File: src/hw/mvph_defines.svh
// register offsets, field positions, reset values and counts for the vlan/pause/hash block
`ifndef MVPH_DEFINES_SVH
`define MVPH_DEFINES_SVH
// ----------------------------------------------------------------------------
// register byte offsets (apb, one aligned word each)
// ----------------------------------------------------------------------------
`define MVPH_ADDR_W        8
`define MVPH_OFS_TPID      8'h00
`define MVPH_OFS_TCI       8'h04
`define MVPH_OFS_PTR       8'h08
`define MVPH_OFS_IHASH     8'h0C
`define MVPH_OFS_GHASH     8'h1C
`define MVPH_OFS_LSRC      8'h2C
`define MVPH_OFS_CTRL      8'h30
`define MVPH_HASH_REGS     4
`define MVPH_HASH_STRIDE   8'h04
// ----------------------------------------------------------------------------
// fields and reset values
// ----------------------------------------------------------------------------
`define MVPH_FLD_W         16
`define MVPH_FLD_ZERO      16'h0000
`define MVPH_TPID_RST      16'h8100
`define MVPH_TCI_RST       16'h0000
`define MVPH_PTR_RST       16'h0000
`define MVPH_HASH_RST      16'h0000
`define MVPH_CTRL_IAH_BIT  0
`define MVPH_CTRL_GAH_BIT  1
`define MVPH_CTRL_VLN_LO   2
`define MVPH_CTRL_VLN_HI   3
`define MVPH_CTRL_W        4
`define MVPH_CTRL_RST      4'h0
// ----------------------------------------------------------------------------
// frame byte positions and pause quantum
// ----------------------------------------------------------------------------
`define MVPH_BYTE_DA_LAST  4'h6
`define MVPH_BYTE_SA_HI0   4'h7
`define MVPH_BYTE_SA_HI1   4'h8
`define MVPH_BYTE_TPID0    4'hD
`define MVPH_BYTE_TPID1    4'hE
`define MVPH_BYTE_MAX      4'hF
`define MVPH_QUANTUM_BITS  512
`define MVPH_QUANTUM_LAST  9'h1FF
`endif

File: src/hw/mvph_pkg.sv
// types shared by the vlan/pause/hash register block
package mvph_pkg;
  // transmit vlan handling selected by software
  typedef enum logic [1:0] {
    MVPH_VLAN_OFF,
    MVPH_VLAN_INCLUDE,
    MVPH_VLAN_REPLACE,
    MVPH_VLAN_RSVD
  } mvph_vlan_mode_t;

  // one received byte from the frame datapath
  typedef struct packed {
    logic       valid;
    logic       sof;
    logic       eof;
    logic       err;
    logic [7:0] data;
  } mvph_rx_beat_t;

  // tag values handed to the transmit datapath
  typedef struct packed {
    logic        insert;
    logic        replace;
    logic [15:0] tpid;
    logic [15:0] tci;
  } mvph_tx_vlan_t;
endpackage

File: src/hw/mvph_regs.sv
// vlan tag, pause timer, address hash and last source address registers behind apb
// How it works
// - compare rx bytes 13-14 with stored tpid
// - tx uses stored tpid in include/replace modes
// - stored tci drives tx tag in those modes
// - pause register sets pause time, fills frames
// - one pause count equals 512 bit times
// - pause field in low half, upper reserved
// - four individual hash regs feed unicast filter
// - four group hash regs feed group filter
// - individual hash regs hold 16 low bits
// - group hash regs hold 16 low bits
// - capture source address high of good frame
// - good means forwarded to memory access layer
`include "mvph_defines.svh"
`timescale 1ns/10ps
`default_nettype none

module mvph_regs (
  input  wire logic                        pclk,
  input  wire logic                        presetn,
  input  wire logic                        psel,
  input  wire logic                        penable,
  input  wire logic                        pwrite,
  input  wire logic [`MVPH_ADDR_W-1:0]     paddr,
  input  wire logic [31:0]                 pwdata,
  output logic      [31:0]                 prdata,
  output logic                             pready,
  output logic                             pslverr,
  input  wire mvph_pkg::mvph_rx_beat_t     rx_beat,
  output logic                             rx_vlan_tagged,
  output logic                             rx_forward,
  output mvph_pkg::mvph_tx_vlan_t          tx_vlan,
  output logic      [15:0]                 tx_pause_quanta,
  input  wire logic                        pause_start,
  input  wire logic                        bit_tick,
  output logic                             pause_active
);

  // --------------------------------------------------------------------------
  // register state
  // --------------------------------------------------------------------------
  logic [`MVPH_FLD_W-1:0] tpid_q;
  logic [`MVPH_FLD_W-1:0] tci_q;
  logic [`MVPH_FLD_W-1:0] ptr_q;
  logic [`MVPH_FLD_W-1:0] indiv_q [`MVPH_HASH_REGS];
  logic [`MVPH_FLD_W-1:0] group_q [`MVPH_HASH_REGS];
  logic [`MVPH_FLD_W-1:0] last_sa_q;
  logic [`MVPH_CTRL_W-1:0] ctrl_q;
  logic [31:0]            prdata_q;
  logic                   pslverr_q;
  logic [31:0]            rd_d;
  logic                   hit_d;
  logic                   wr_en;
  logic                   setup;

  mvph_pkg::mvph_vlan_mode_t vlan_mode;
  logic                      iah_en;
  logic                      gah_en;

  assign vlan_mode = mvph_pkg::mvph_vlan_mode_t'(ctrl_q[`MVPH_CTRL_VLN_HI:`MVPH_CTRL_VLN_LO]);
  assign iah_en    = ctrl_q[`MVPH_CTRL_IAH_BIT];
  assign gah_en    = ctrl_q[`MVPH_CTRL_GAH_BIT];

  // --------------------------------------------------------------------------
  // apb slave: zero wait states, read data latched in the setup cycle
  // --------------------------------------------------------------------------
  assign setup  = psel & ~penable;
  assign wr_en  = psel & penable & pwrite & hit_d;
  assign pready = 1'b1;
  assign prdata  = prdata_q;
  assign pslverr = pslverr_q;

  // read mux and decode; reserved upper halves always read zero
  always_comb begin
    rd_d  = 32'h0000_0000;
    hit_d = 1'b1;
    if (paddr == `MVPH_OFS_TPID) begin
      rd_d = {`MVPH_FLD_ZERO, tpid_q};
    end else if (paddr == `MVPH_OFS_TCI) begin
      rd_d = {`MVPH_FLD_ZERO, tci_q};
    end else if (paddr == `MVPH_OFS_PTR) begin
      rd_d = {`MVPH_FLD_ZERO, ptr_q};
    end else if (paddr == `MVPH_OFS_LSRC) begin
      rd_d = {`MVPH_FLD_ZERO, last_sa_q};
    end else if (paddr == `MVPH_OFS_CTRL) begin
      rd_d = {28'h000_0000, ctrl_q};
    end else begin
      hit_d = 1'b0;
      for (int i = 0; i < `MVPH_HASH_REGS; i++) begin
        if (paddr == `MVPH_OFS_IHASH + 8'(i) * `MVPH_HASH_STRIDE) begin
          rd_d  = {`MVPH_FLD_ZERO, indiv_q[i]};
          hit_d = 1'b1;
        end
        if (paddr == `MVPH_OFS_GHASH + 8'(i) * `MVPH_HASH_STRIDE) begin
          rd_d  = {`MVPH_FLD_ZERO, group_q[i]};
          hit_d = 1'b1;
        end
      end
    end
  end

  // read data and error answer are ready by the access cycle
  always_ff @(posedge pclk or negedge presetn) begin
    if (!presetn) begin
      prdata_q  <= 32'h0000_0000;
      pslverr_q <= 1'b0;
    end else if (setup) begin
      prdata_q  <= pwrite ? 32'h0000_0000 : rd_d;
      pslverr_q <= ~hit_d;
    end
  end

  // software-written registers; the upper halves are not stored at all
  always_ff @(posedge pclk or negedge presetn) begin
    if (!presetn) begin
      tpid_q <= `MVPH_TPID_RST;
      tci_q  <= `MVPH_TCI_RST;
      ptr_q  <= `MVPH_PTR_RST;
      ctrl_q <= `MVPH_CTRL_RST;
    end else if (wr_en) begin
      if (paddr == `MVPH_OFS_TPID) begin
        tpid_q <= pwdata[15:0];
      end else if (paddr == `MVPH_OFS_TCI) begin
        tci_q <= pwdata[15:0];
      end else if (paddr == `MVPH_OFS_PTR) begin
        ptr_q <= pwdata[15:0];
      end else if (paddr == `MVPH_OFS_CTRL) begin
        ctrl_q <= pwdata[`MVPH_CTRL_W-1:0];
      end
    end
  end

  // hash table words, one generate entry per register pair
  for (genvar g = 0; g < `MVPH_HASH_REGS; g++) begin : g_hash
    always_ff @(posedge pclk or negedge presetn) begin
      if (!presetn) begin
        indiv_q[g] <= `MVPH_HASH_RST;
        group_q[g] <= `MVPH_HASH_RST;
      end else if (wr_en) begin
        if (paddr == `MVPH_OFS_IHASH + 8'(g) * `MVPH_HASH_STRIDE) begin
          indiv_q[g] <= pwdata[15:0];
        end
        if (paddr == `MVPH_OFS_GHASH + 8'(g) * `MVPH_HASH_STRIDE) begin
          group_q[g] <= pwdata[15:0];
        end
      end
    end
  end

  // --------------------------------------------------------------------------
  // transmit tag and pause values
  // --------------------------------------------------------------------------
  logic tx_ins_q;
  logic tx_rep_q;

  // tpid and tci are offered in every mode; only the insert/replace flags follow the chosen mode
  always_ff @(posedge pclk or negedge presetn) begin
    if (!presetn) begin
      tx_ins_q <= 1'b0;
      tx_rep_q <= 1'b0;
    end else begin
      tx_ins_q <= (vlan_mode == mvph_pkg::MVPH_VLAN_INCLUDE);
      tx_rep_q <= (vlan_mode == mvph_pkg::MVPH_VLAN_REPLACE);
    end
  end

  assign tx_vlan.insert   = tx_ins_q;
  assign tx_vlan.replace  = tx_rep_q;
  assign tx_vlan.tpid     = tpid_q;
  assign tx_vlan.tci      = tci_q;
  assign tx_pause_quanta  = ptr_q;

  // --------------------------------------------------------------------------
  // pause timer: ptr quanta of 512 bit ticks each
  // --------------------------------------------------------------------------
  logic [15:0] quanta_q;
  logic [8:0]  bits_q;

  // a new pause request restarts the count; a zero value ends the pause
  always_ff @(posedge pclk or negedge presetn) begin
    if (!presetn) begin
      quanta_q <= `MVPH_FLD_ZERO;
      bits_q   <= 9'h000;
    end else if (pause_start) begin
      quanta_q <= ptr_q;
      bits_q   <= 9'h000;
    end else if (bit_tick && quanta_q != `MVPH_FLD_ZERO) begin
      if (bits_q == `MVPH_QUANTUM_LAST) begin
        bits_q   <= 9'h000;
        quanta_q <= quanta_q - 16'h0001;
      end else begin
        bits_q <= bits_q + 9'h001;
      end
    end
  end

  assign pause_active = (quanta_q != `MVPH_FLD_ZERO);

  // --------------------------------------------------------------------------
  // receive: byte position, address capture, tag check, hash filter
  // --------------------------------------------------------------------------
  logic [3:0]  idx_q;
  logic [3:0]  cur;
  logic [47:0] da_q;
  logic [15:0] sa_hi_q;
  logic [7:0]  tpid_b0_q;
  logic        tagged_q;
  logic [5:0]  hash;
  logic        hash_bit;
  logic        accept;
  logic        fwd_q;
  logic        frame_end;

  // byte number within the frame, saturating past the tag field
  assign cur = rx_beat.sof ? 4'h1 :
               (idx_q == `MVPH_BYTE_MAX) ? idx_q : idx_q + 4'h1;

  always_ff @(posedge pclk or negedge presetn) begin
    if (!presetn) begin
      idx_q     <= 4'h0;
      da_q      <= 48'h0000_0000_0000;
      sa_hi_q   <= `MVPH_FLD_ZERO;
      tpid_b0_q <= 8'h00;
    end else if (rx_beat.valid) begin
      idx_q <= cur;
      if (cur <= `MVPH_BYTE_DA_LAST) begin
        da_q <= {da_q[39:0], rx_beat.data};
      end
      if (cur == `MVPH_BYTE_SA_HI0) begin
        sa_hi_q[15:8] <= rx_beat.data;
      end
      if (cur == `MVPH_BYTE_SA_HI1) begin
        sa_hi_q[7:0] <= rx_beat.data;
      end
      if (cur == `MVPH_BYTE_TPID0) begin
        tpid_b0_q <= rx_beat.data;
      end
    end
  end

  // tag flag decided on byte 14, cleared at the next frame start
  always_ff @(posedge pclk or negedge presetn) begin
    if (!presetn) begin
      tagged_q <= 1'b0;
    end else if (rx_beat.valid && rx_beat.sof) begin
      tagged_q <= 1'b0;
    end else if (rx_beat.valid && cur == `MVPH_BYTE_TPID1) begin
      tagged_q <= ({tpid_b0_q, rx_beat.data} == tpid_q);
    end
  end

  assign rx_vlan_tagged = tagged_q;

  // six-bit index folded from the destination address by xor
  always_comb begin
    hash = 6'h00;
    for (int k = 0; k < 8; k++) begin
      hash = hash ^ da_q[k*6 +: 6];
    end
  end

  // first destination byte lsb marks a group address
  always_comb begin
    if (da_q[40]) begin
      hash_bit = group_q[hash[5:4]][hash[3:0]];
      accept   = ~gah_en | hash_bit;
    end else begin
      hash_bit = indiv_q[hash[5:4]][hash[3:0]];
      accept   = ~iah_en | hash_bit;
    end
  end

  // frames that end before byte 8, the last source address high byte, skip the filter, except a one-beat sof and eof frame after a frame of 7 or more bytes
  assign frame_end = rx_beat.valid & rx_beat.eof & ~rx_beat.err &
                     (idx_q >= `MVPH_BYTE_SA_HI0);

  // one-cycle forward pulse; only forwarded frames refresh the source address
  always_ff @(posedge pclk or negedge presetn) begin
    if (!presetn) begin
      fwd_q     <= 1'b0;
      last_sa_q <= `MVPH_FLD_ZERO;
    end else begin
      fwd_q <= frame_end & accept;
      if (frame_end && accept) begin
        last_sa_q <= sa_hi_q;
      end
    end
  end

  assign rx_forward = fwd_q;

  // --------------------------------------------------------------------------
  // assertions
  // --------------------------------------------------------------------------
  property p_tag_detect;
    @(posedge pclk) disable iff (!presetn)
      (rx_beat.valid && !rx_beat.sof && cur == `MVPH_BYTE_TPID1 &&
       {tpid_b0_q, rx_beat.data} == tpid_q) |=> rx_vlan_tagged;
  endproperty
  a_tag_detect: assert property (p_tag_detect) else $error("tag not flagged");

  property p_tx_insert;
    @(posedge pclk) disable iff (!presetn)
      (vlan_mode == mvph_pkg::MVPH_VLAN_INCLUDE) ##1
      (vlan_mode == mvph_pkg::MVPH_VLAN_INCLUDE) |-> tx_vlan.insert && !tx_vlan.replace;
  endproperty
  a_tx_insert: assert property (p_tx_insert) else $error("insert mode not offered");

  property p_tci_write;
    @(posedge pclk) disable iff (!presetn)
      (wr_en && paddr == `MVPH_OFS_TCI) |=> tx_vlan.tci == $past(pwdata[15:0]);
  endproperty
  a_tci_write: assert property (p_tci_write) else $error("tci not updated");

  property p_pause_len;
    @(posedge pclk) disable iff (!presetn)
      (pause_start && ptr_q != `MVPH_FLD_ZERO) |=> pause_active && quanta_q == $past(ptr_q);
  endproperty
  a_pause_len: assert property (p_pause_len) else $error("pause not loaded");

  property p_quantum;
    @(posedge pclk) disable iff (!presetn)
      (bit_tick && !pause_start && bits_q == `MVPH_QUANTUM_LAST && pause_active)
      |=> quanta_q == $past(quanta_q) - 16'h0001;
  endproperty
  a_quantum: assert property (p_quantum) else $error("quantum not 512 ticks");

  property p_ptr_rsvd;
    @(posedge pclk) disable iff (!presetn)
      (setup && !pwrite && paddr == `MVPH_OFS_PTR)
      |=> prdata[31:16] == `MVPH_FLD_ZERO && prdata[15:0] == ptr_q;
  endproperty
  a_ptr_rsvd: assert property (p_ptr_rsvd) else $error("pause read wrong");

  property p_ihash_read;
    @(posedge pclk) disable iff (!presetn)
      (setup && !pwrite && paddr == `MVPH_OFS_IHASH)
      |=> prdata == {`MVPH_FLD_ZERO, indiv_q[0]};
  endproperty
  a_ihash_read: assert property (p_ihash_read) else $error("hash read wrong");

  property p_ghash_read;
    @(posedge pclk) disable iff (!presetn)
      (setup && !pwrite && paddr == `MVPH_OFS_GHASH)
      |=> prdata == {`MVPH_FLD_ZERO, group_q[0]};
  endproperty
  a_ghash_read: assert property (p_ghash_read) else $error("group read wrong");

  property p_ia_accept;
    @(posedge pclk) disable iff (!presetn)
      (frame_end && !da_q[40] && hash_bit) |=> rx_forward;
  endproperty
  a_ia_accept: assert property (p_ia_accept) else $error("unicast hit dropped");

  property p_ga_accept;
    @(posedge pclk) disable iff (!presetn)
      (frame_end && da_q[40] && hash_bit) |=> rx_forward;
  endproperty
  a_ga_accept: assert property (p_ga_accept) else $error("group hit dropped");

  property p_last_sa;
    @(posedge pclk) disable iff (!presetn)
      rx_forward |-> last_sa_q == $past(sa_hi_q);
  endproperty
  a_last_sa: assert property (p_last_sa) else $error("source address not captured");

  property p_last_sa_hold;
    @(posedge pclk) disable iff (!presetn)
      !rx_forward |-> $stable(last_sa_q);
  endproperty
  a_last_sa_hold: assert property (p_last_sa_hold) else $error("source changed w/o forward");

  property p_drop;
    @(posedge pclk) disable iff (!presetn)
      (frame_end && !hash_bit && (da_q[40] ? gah_en : iah_en)) |=> !rx_forward;
  endproperty
  a_drop: assert property (p_drop) else $error("hash miss forwarded");

  c_tagged: cover property (@(posedge pclk) disable iff (!presetn) $rose(rx_vlan_tagged));
  c_forward: cover property (@(posedge pclk) disable iff (!presetn) rx_forward);
  c_pause_end: cover property (@(posedge pclk) disable iff (!presetn) $fell(pause_active));
  c_bad_addr: cover property (@(posedge pclk) disable iff (!presetn) pslverr && penable);

endmodule

`default_nettype wire

File: config.mk
export PLATFORM = sky130hd
export DESIGN_NAME = mvph_regs
export DESIGN_NICKNAME = d
export VERILOG_FILES = /design/src/hw/mvph_pkg.sv /design/src/hw/mvph_regs.sv
export VERILOG_INCLUDE_DIRS = /design/src /design/src/hw
export SDC_FILE = /design/constraint.sdc
export NUM_CORES = 1
export LEC_CHECK = 0
export ABC_CLOCK_PERIOD_IN_PS = 4200
export CAP_MARGIN = 20
export CORE_ASPECT_RATIO = 2
export CORE_UTILIZATION = 45
export CTS_CLUSTER_DIAMETER = 100
export DETAILED_ROUTE_END_ITERATION = 10
export DONT_BUFFER_PORTS = 1
export GPL_TIMING_DRIVEN = 0
export MAX_ROUTING_LAYER = met4
export PLACE_DENSITY = 0.61
export SLEW_MARGIN = 20
export SYNTH_ARGS = -nofsm -noshare
export SYNTH_HDL_FRONTEND = slang
export SYNTH_SLANG_ARGS = --single-unit
File: constraint.sdc
create_clock -name pclk -period 4.2 [get_ports pclk]
set_input_delay 0.84 -clock pclk [delete_from_list [all_inputs] [get_ports pclk]]
set_output_delay 0.84 -clock pclk [all_outputs]
set_load 0.01 [all_outputs]
Word-level counts from Yosys, hierarchy flattened
Cells that the tools add are included. Widths: inputs -> output; s select.

Add/sub/neg operators: 3. Magnitude comparators: 4. Equality and inequality tests: 21. Multiplexer cells: 48. Bitwise logic cells: 26. Reductions and logical operators: 26.

Operators by type and width (number): $mux 32 (13); $mux 16 (8); $bmux 16 s2 (2); $xor 6x6->6 (7); $eq 8x6->1 const B (5); $eq 8x5->1 const B (4); $reduce_and 2->1 (14); $mux 9 (3); $mux 1 (18); $eq 16x16->1 (1); $eq 4x4->1 const B (4); $eq 8x4->1 const B (2); $reduce_bool 16->1 (1); $sub 16x1->16 const B (1); $add 9x1->9 const B (1); $eq 9x9->1 const B (1); $and 1x1->1 (8); $bmux 1 s4 (2); $eq 8x3->1 const B (1); $logic_not 8->1 (1); $mux 4 (2); $not 1->1 (8); $reduce_bool 2->1 (3); $lt 4x5->1 const B (1); other kinds (13) (17).

Register bits: 334. Bits of input ports: 59. Output and inout bits: 87. Logic and storage cells: 154.

Depth between registers and ports, before layout
Word-level depth: 16. Mapped depth: 14.

Least setup slack after synthesis
Ideal clock, no wire load.

Kind: in2reg. Start: input paddr[2]. End: register group_q[22] (netlist bit). Setup time: 0.125 ns. Arrival time: 3.203 ns. Data required time: 4.075 ns. Slack: 0.872 ns. Stages: 8. Buffers on the path: 4. Cells stage by stage: clkbuf_1 nor4b_1 and3_1 clkbuf_1 nor2b_1 clkbuf_1 clkbuf_1 mux2_2.

Word-level cells in the longest chain between the ends: 16.

RTL lines: from (decl) (RTL line mvph_regs.sv:25) `` input wire logic [`MVPH_ADDR_W-1:0] paddr, ``; $eq 8x4->1 (no line); $mux 1 (RTL line mvph_regs.sv:91) `` if (paddr == `MVPH_OFS_IHASH + 8'(i) * `MVPH_HASH_STRIDE) begin ``; $mux 1 (RTL line mvph_regs.sv:95) `` if (paddr == `MVPH_OFS_GHASH + 8'(i) * `MVPH_HASH_STRIDE) begin ``; $mux 1 (RTL line mvph_regs.sv:91); $mux 1 (RTL line mvph_regs.sv:95); $mux 1 (RTL line mvph_regs.sv:91); $mux 1 (RTL line mvph_regs.sv:95); $mux 1 (RTL line mvph_regs.sv:91); $mux 1 (RTL line mvph_regs.sv:95); $mux 1 (RTL line mvph_regs.sv:86) `` end else if (paddr == `MVPH_OFS_CTRL) begin ``; $mux 1 (RTL line mvph_regs.sv:84) `` end else if (paddr == `MVPH_OFS_LSRC) begin ``; $mux 1 (RTL line mvph_regs.sv:82) `` end else if (paddr == `MVPH_OFS_PTR) begin ``; $mux 1 (RTL line mvph_regs.sv:80) `` end else if (paddr == `MVPH_OFS_TCI) begin ``; $mux 1 (RTL line mvph_regs.sv:78) `` if (paddr == `MVPH_OFS_TPID) begin ``; $and 1x1->1 (RTL line mvph_regs.sv:69) `assign wr_en = psel & penable & pwrite & hit_d;`; $reduce_and 2->1 (no line) (*); to (signal, indexed assignment) (RTL line mvph_regs.sv:139) `` group_q[g] <= `MVPH_HASH_RST; ``; to (signal, indexed assignment) (RTL line mvph_regs.sv:145) `group_q[g] <= pwdata[15:0];`; to (decl) (RTL line mvph_regs.sv:47) `` logic [`MVPH_FLD_W-1:0] group_q [`MVPH_HASH_REGS]; ``.

Every way passes the cells marked *; elsewhere a longest branch is shown, timed or not. A chain may end at the register's enable or synchronous reset.

Final worst setup path
Start: register da_q[5]. End: register last_sa_q[9].

Word-level cells in the longest chain between the ends: 16.

RTL lines: from (decl) (RTL line mvph_regs.sv:205) `logic [47:0] da_q;`; from (signal assigned) (RTL line mvph_regs.sv:228) `da_q <= {da_q[39:0], rx_beat.data};`; $xor 6x6->6 (*) (7 in series) (RTL line mvph_regs.sv:259) `hash = hash ^ da_q[k*6 +: 6];`; $not 2->3 (implied by the code) (*) (RTL line mvph_regs.sv:266, mvph_regs.sv:269); $bmux 16 s2 (on tied branches) (RTL line mvph_regs.sv:269, mvph_regs.sv:266); $mux 16 (on tied branches) (2 in series) (RTL line mvph_regs.sv:269, mvph_regs.sv:266); $bmux 1 s4 (on tied branches) (RTL line mvph_regs.sv:269, mvph_regs.sv:266); $mux 1 (on tied branches) (RTL line mvph_regs.sv:269, mvph_regs.sv:266); $or 1x1->1 (on tied branches) (RTL line mvph_regs.sv:270, mvph_regs.sv:267); $mux 1 (*) (RTL line mvph_regs.sv:265) `if (da_q[40]) begin`; $logic_and 1x1->1 (*) (RTL line mvph_regs.sv:285) `if (frame_end && accept) begin`; to (signal assigned) (RTL line mvph_regs.sv:282) `` last_sa_q <= `MVPH_FLD_ZERO; ``; to (signal assigned) (RTL line mvph_regs.sv:286) `last_sa_q <= sa_hi_q;`; to (decl) (RTL line mvph_regs.sv:48) `` logic [`MVPH_FLD_W-1:0] last_sa_q; ``.

Every way passes the cells marked *; elsewhere a longest branch is shown, timed or not. The select of a mux whose other input is x is not followed.

==> impl_metrics.yaml <==
clock_tree:
  cts-root-buf: "clkbuf_16"
  cts_buffers: 30
  htree_levels: 1
  clk_pin_slew_worst_paths_ns: 0.07
  clockBufferDepth: 3
  insertion_delay_ns: 0.60
  cts_tree: "done"
  clock_sinks: 318
global_route:
  met2_usage_pct: 47.64
  grtUsageMet3_pct: 4.217
  grt_pass1_wl_um: 70880
  met1_usage_pct: 28.34
  grt_usage_pct: 27.63
  grt_start_max_net_pins: 319
  busiest_layer: "met2"
  globalRouteOverflowTotal: 0
  grt_pass1_vias: 11388
  antenna_found_initial: 0
pwr:
  vdd_drop_max_mv: 0.8019
  total_power_uw: 12130
  p_leak_uw: 0.007898
  power_density_mw_per_mm2: 693.3
hold_path:
  holdCritPathClass: "in -> async"
route:
  avgRoutedWirePerCell_um: 25.81
  drc: 0
  vias: 11095
  ant_nets: 0
  drt-vias-per-instance: 6.036
  first_iter_violations: 727
  drt_first_pass_iters: 7
  wirelength_um: 47440
setup_path:
  path_class: "reg -> reg"
  critPathArrivalTime_ns: 4.53
  crit_chain: "xnor2_1 -> xnor2_1 -> xnor2_1 -> buf_6 -> buf_6 -> buf_12 -> mux4_2 -> mux2i_1 -> o211ai_1 -> nand3_1 -> a211oi_1 -> o21ai_4 -> buf_8 -> mux2_4"
  slowest_delay_ns: 0.58
  critPathBufInv: 4
  critPathTopFamily: "compound AO/OA/AOI/OAI gates"
  cp.required_ns: 4.69
  cpMostUsedCell: "xnor2_1"
  crit_slowest_cell: "xnor2_1"
  crit_path_end_kind: "flip-flop"
  startpoint_type: "flip-flop"
  critPathMaxFanout: 10
logic_synthesis:
  ys_seq_area_share_pct: 50.49
  synthArstFlopShare_pct: 100.0
  yosys_warnings: 0
  ys_ff_latch: 318
  syn_inst: 1317
  avgSynthCellArea_um2: 11.97
  synth_area_mm2: 0.01577
  synth-edff-count: 0
  ys.flop_type: "dfrtp_1"
  yosysUniqueCellTypes: 58
final_layout:
  final_cell_mix: "dfrtp_1 (316), mux2_2 (258), nand2_1 (123), clkbuf_1 (80)"
  fillers: 3110
  area_delta_synth_final_pct: 10.95
  layout_commonest_cell: "dfrtp_1"
  drive_gt1_share_pct: 28.06
  multi_input_area_mm2: 0.007357
  fin_area_mm2: 0.01749
  regArea_mm2: 0.007960
  nets: 1436
  num_antenna_cells: 0
placed_design:
  routabilityCongestion: 0.9155
  dp_hpwl_um: 34410
  port_buffers: 0
  placed_cell_area_mm2: 0.01640
sta:
  relSlewSlack_pct: 30.79
  maxSlewViolCount: 0
  layout_worst_path_cycle_share_pct: 96.16
  clock.fmax_mhz: 247.6
  worst_pin_slew_ns: 1.029
  setup_viol: 0
  hold_viol: 0
  period_needed_ns: 4.039
  clock_skew_ns: 0.03735
  rsz0062_at_grt: "false"
flow_run:
  drv_cap: 0
floorplan:
  fp.dieH_um: 266.7
  die_x_um: 134.4
  coreArea_mm2: 0.03435
  dieArea_mm2: 0.03583
  start_util_pct: 45.90
  rows: 96
  io_pins: 146
status:
  outcome: "complete, no violations"
[final timing paths]
kind	startpoint	slack [ns]	to	depth (start not counted)
setup / recovery	da_q[5]	0.16	last_sa_q[9]	14
hold reg to reg	ctrl_q[2]	0.46	tx_rep_q	1
setup reg to reg	da_q[5]	0.16	last_sa_q[9]	14
hold / removal	presetn	0.001	indiv_q[57]	0
min in group pclk	rx_beat[6]	0.38	sa_hi_q[6]	1
max in group asynchronous	presetn	2.79	indiv_q[39]	1
[cells by family (layout without fill, tap and decap cells)]
kind of cell	after synthesis	in the layout	share of synthesized area, %
muxes	322	322	24.80
DFF	318	318	50.49
and+or+nand+nor	279	279	8.238
AOI/OAI and AO/OA	207	207	8.476
buffers and inverters	112	177	3.531
xor gates and xnor gates	73	73	4.103
adders and majority gates	4	4	0.3174
other	2	17	0.04763
[repair_timing]
| item | in CTS | in global routing |
|---|---|---|
| buffers inserted | 2 | 4 |
| pin swaps | 1 | 1 |
| setup endpoints to repair | 100 | 12 |
| hold endpoints to repair | 315 | 19 |
| resized for setup | 4 | 2 |
[worst reg2reg max path, stage by stage, from the launching register on]
cell	delay, ns
dfrtp_1	0.41
xnor2_1	0.22
xnor2_1	0.11
xnor2_1	0.58
buf_6	0.29
buf_6	0.22
buf_12	0.18
mux4_2	0.21
mux2i_1	0.09
o211ai_1	0.22
nand3_1	0.13
a211oi_1	0.48
o21ai_4	0.24
buf_8	0.23
mux2_4	0.30
[layer usage]
layer / vias up / wire (um)
li1: 4872 / -
met1: 5667 / 16310
met2: 389 / 24850
met3: 167 / 2475
met4: 0 / 3805
met5: - / 0
[Yosys cell counts (all sizes together), types with 16 or more instances]
cell | n | area (um^2)
dfrtp | 316 | 7908
mux2 | 272 | 3097
nand2 | 123 | 461.7
clkbuf | 71 | 266.5
xnor2 | 55 | 489.2
a21oi | 53 | 265.3
nor2 | 52 | 195.2
o21ai | 51 | 266.5
buf | 33 | 260.2
o221ai | 30 | 262.8
a22oi | 28 | 210.2
mux2i | 25 | 250.2
mux4 | 25 | 563.0
a31oi | 18 | 112.6
xor2 | 18 | 157.7
nor3 | 16 | 80.08
[cell type report]
cell class / count / share of cell area, %
flip-flops and latches: 318 / 45.50
multi-input cells: 902 / 42.06
clock buffers: 44 / 4.878
well taps: 441 / 3.154
plain buffers: 104 / 3.011
clock inverters: 12 / 0.7081
repair buffers: 9 / 0.5150
inverters: 8 / 0.1717
[through the flow]
| stage | util, % | hold slack, ns | setup slack [ns] | TNS (ns) | instances |
|---|---|---|---|---|---|
| detailed placement | 47.75 | 0.4517 | -1.251 | -97.49 | 1774 |
| floorplan | - | 0.4294 | 0.8725 | 0 | 1332 |
| CTS | 50.68 | -0.05088 | 0.1021 | 0 | 1832 |
| global route | 50.92 | -0.03391 | 0.04228 | 0 | 1838 |
| global placement | 47.67 | 0.4515 | -1.398 | -112.16 | 1773 |
| finish | 50.92 | 0.0009752 | 0.1614 | 0 | 1838 |
[where the power goes]
part | switching [uW] | internal [uW] | total (uW)
registers | 253 | 3370 | 3620
clock network | 1250 | 1480 | 2730
logic | 3320 | 2450 | 5780
[sequential cells by signal, indices dropped and copies added (netlist names), 4 cells and up]
name,cells
indiv_q,64
da_q,48
tpid_q,16
prdata,16
sa_hi_q,16
quanta_q,16
tci_q,16
tpid_b0_q,8
ctrl_q,4
idx_q,4
group_q,64
tx_pause_quanta,16
last_sa_q,16
bits_q,9
(Power assumes the default switching activity.)
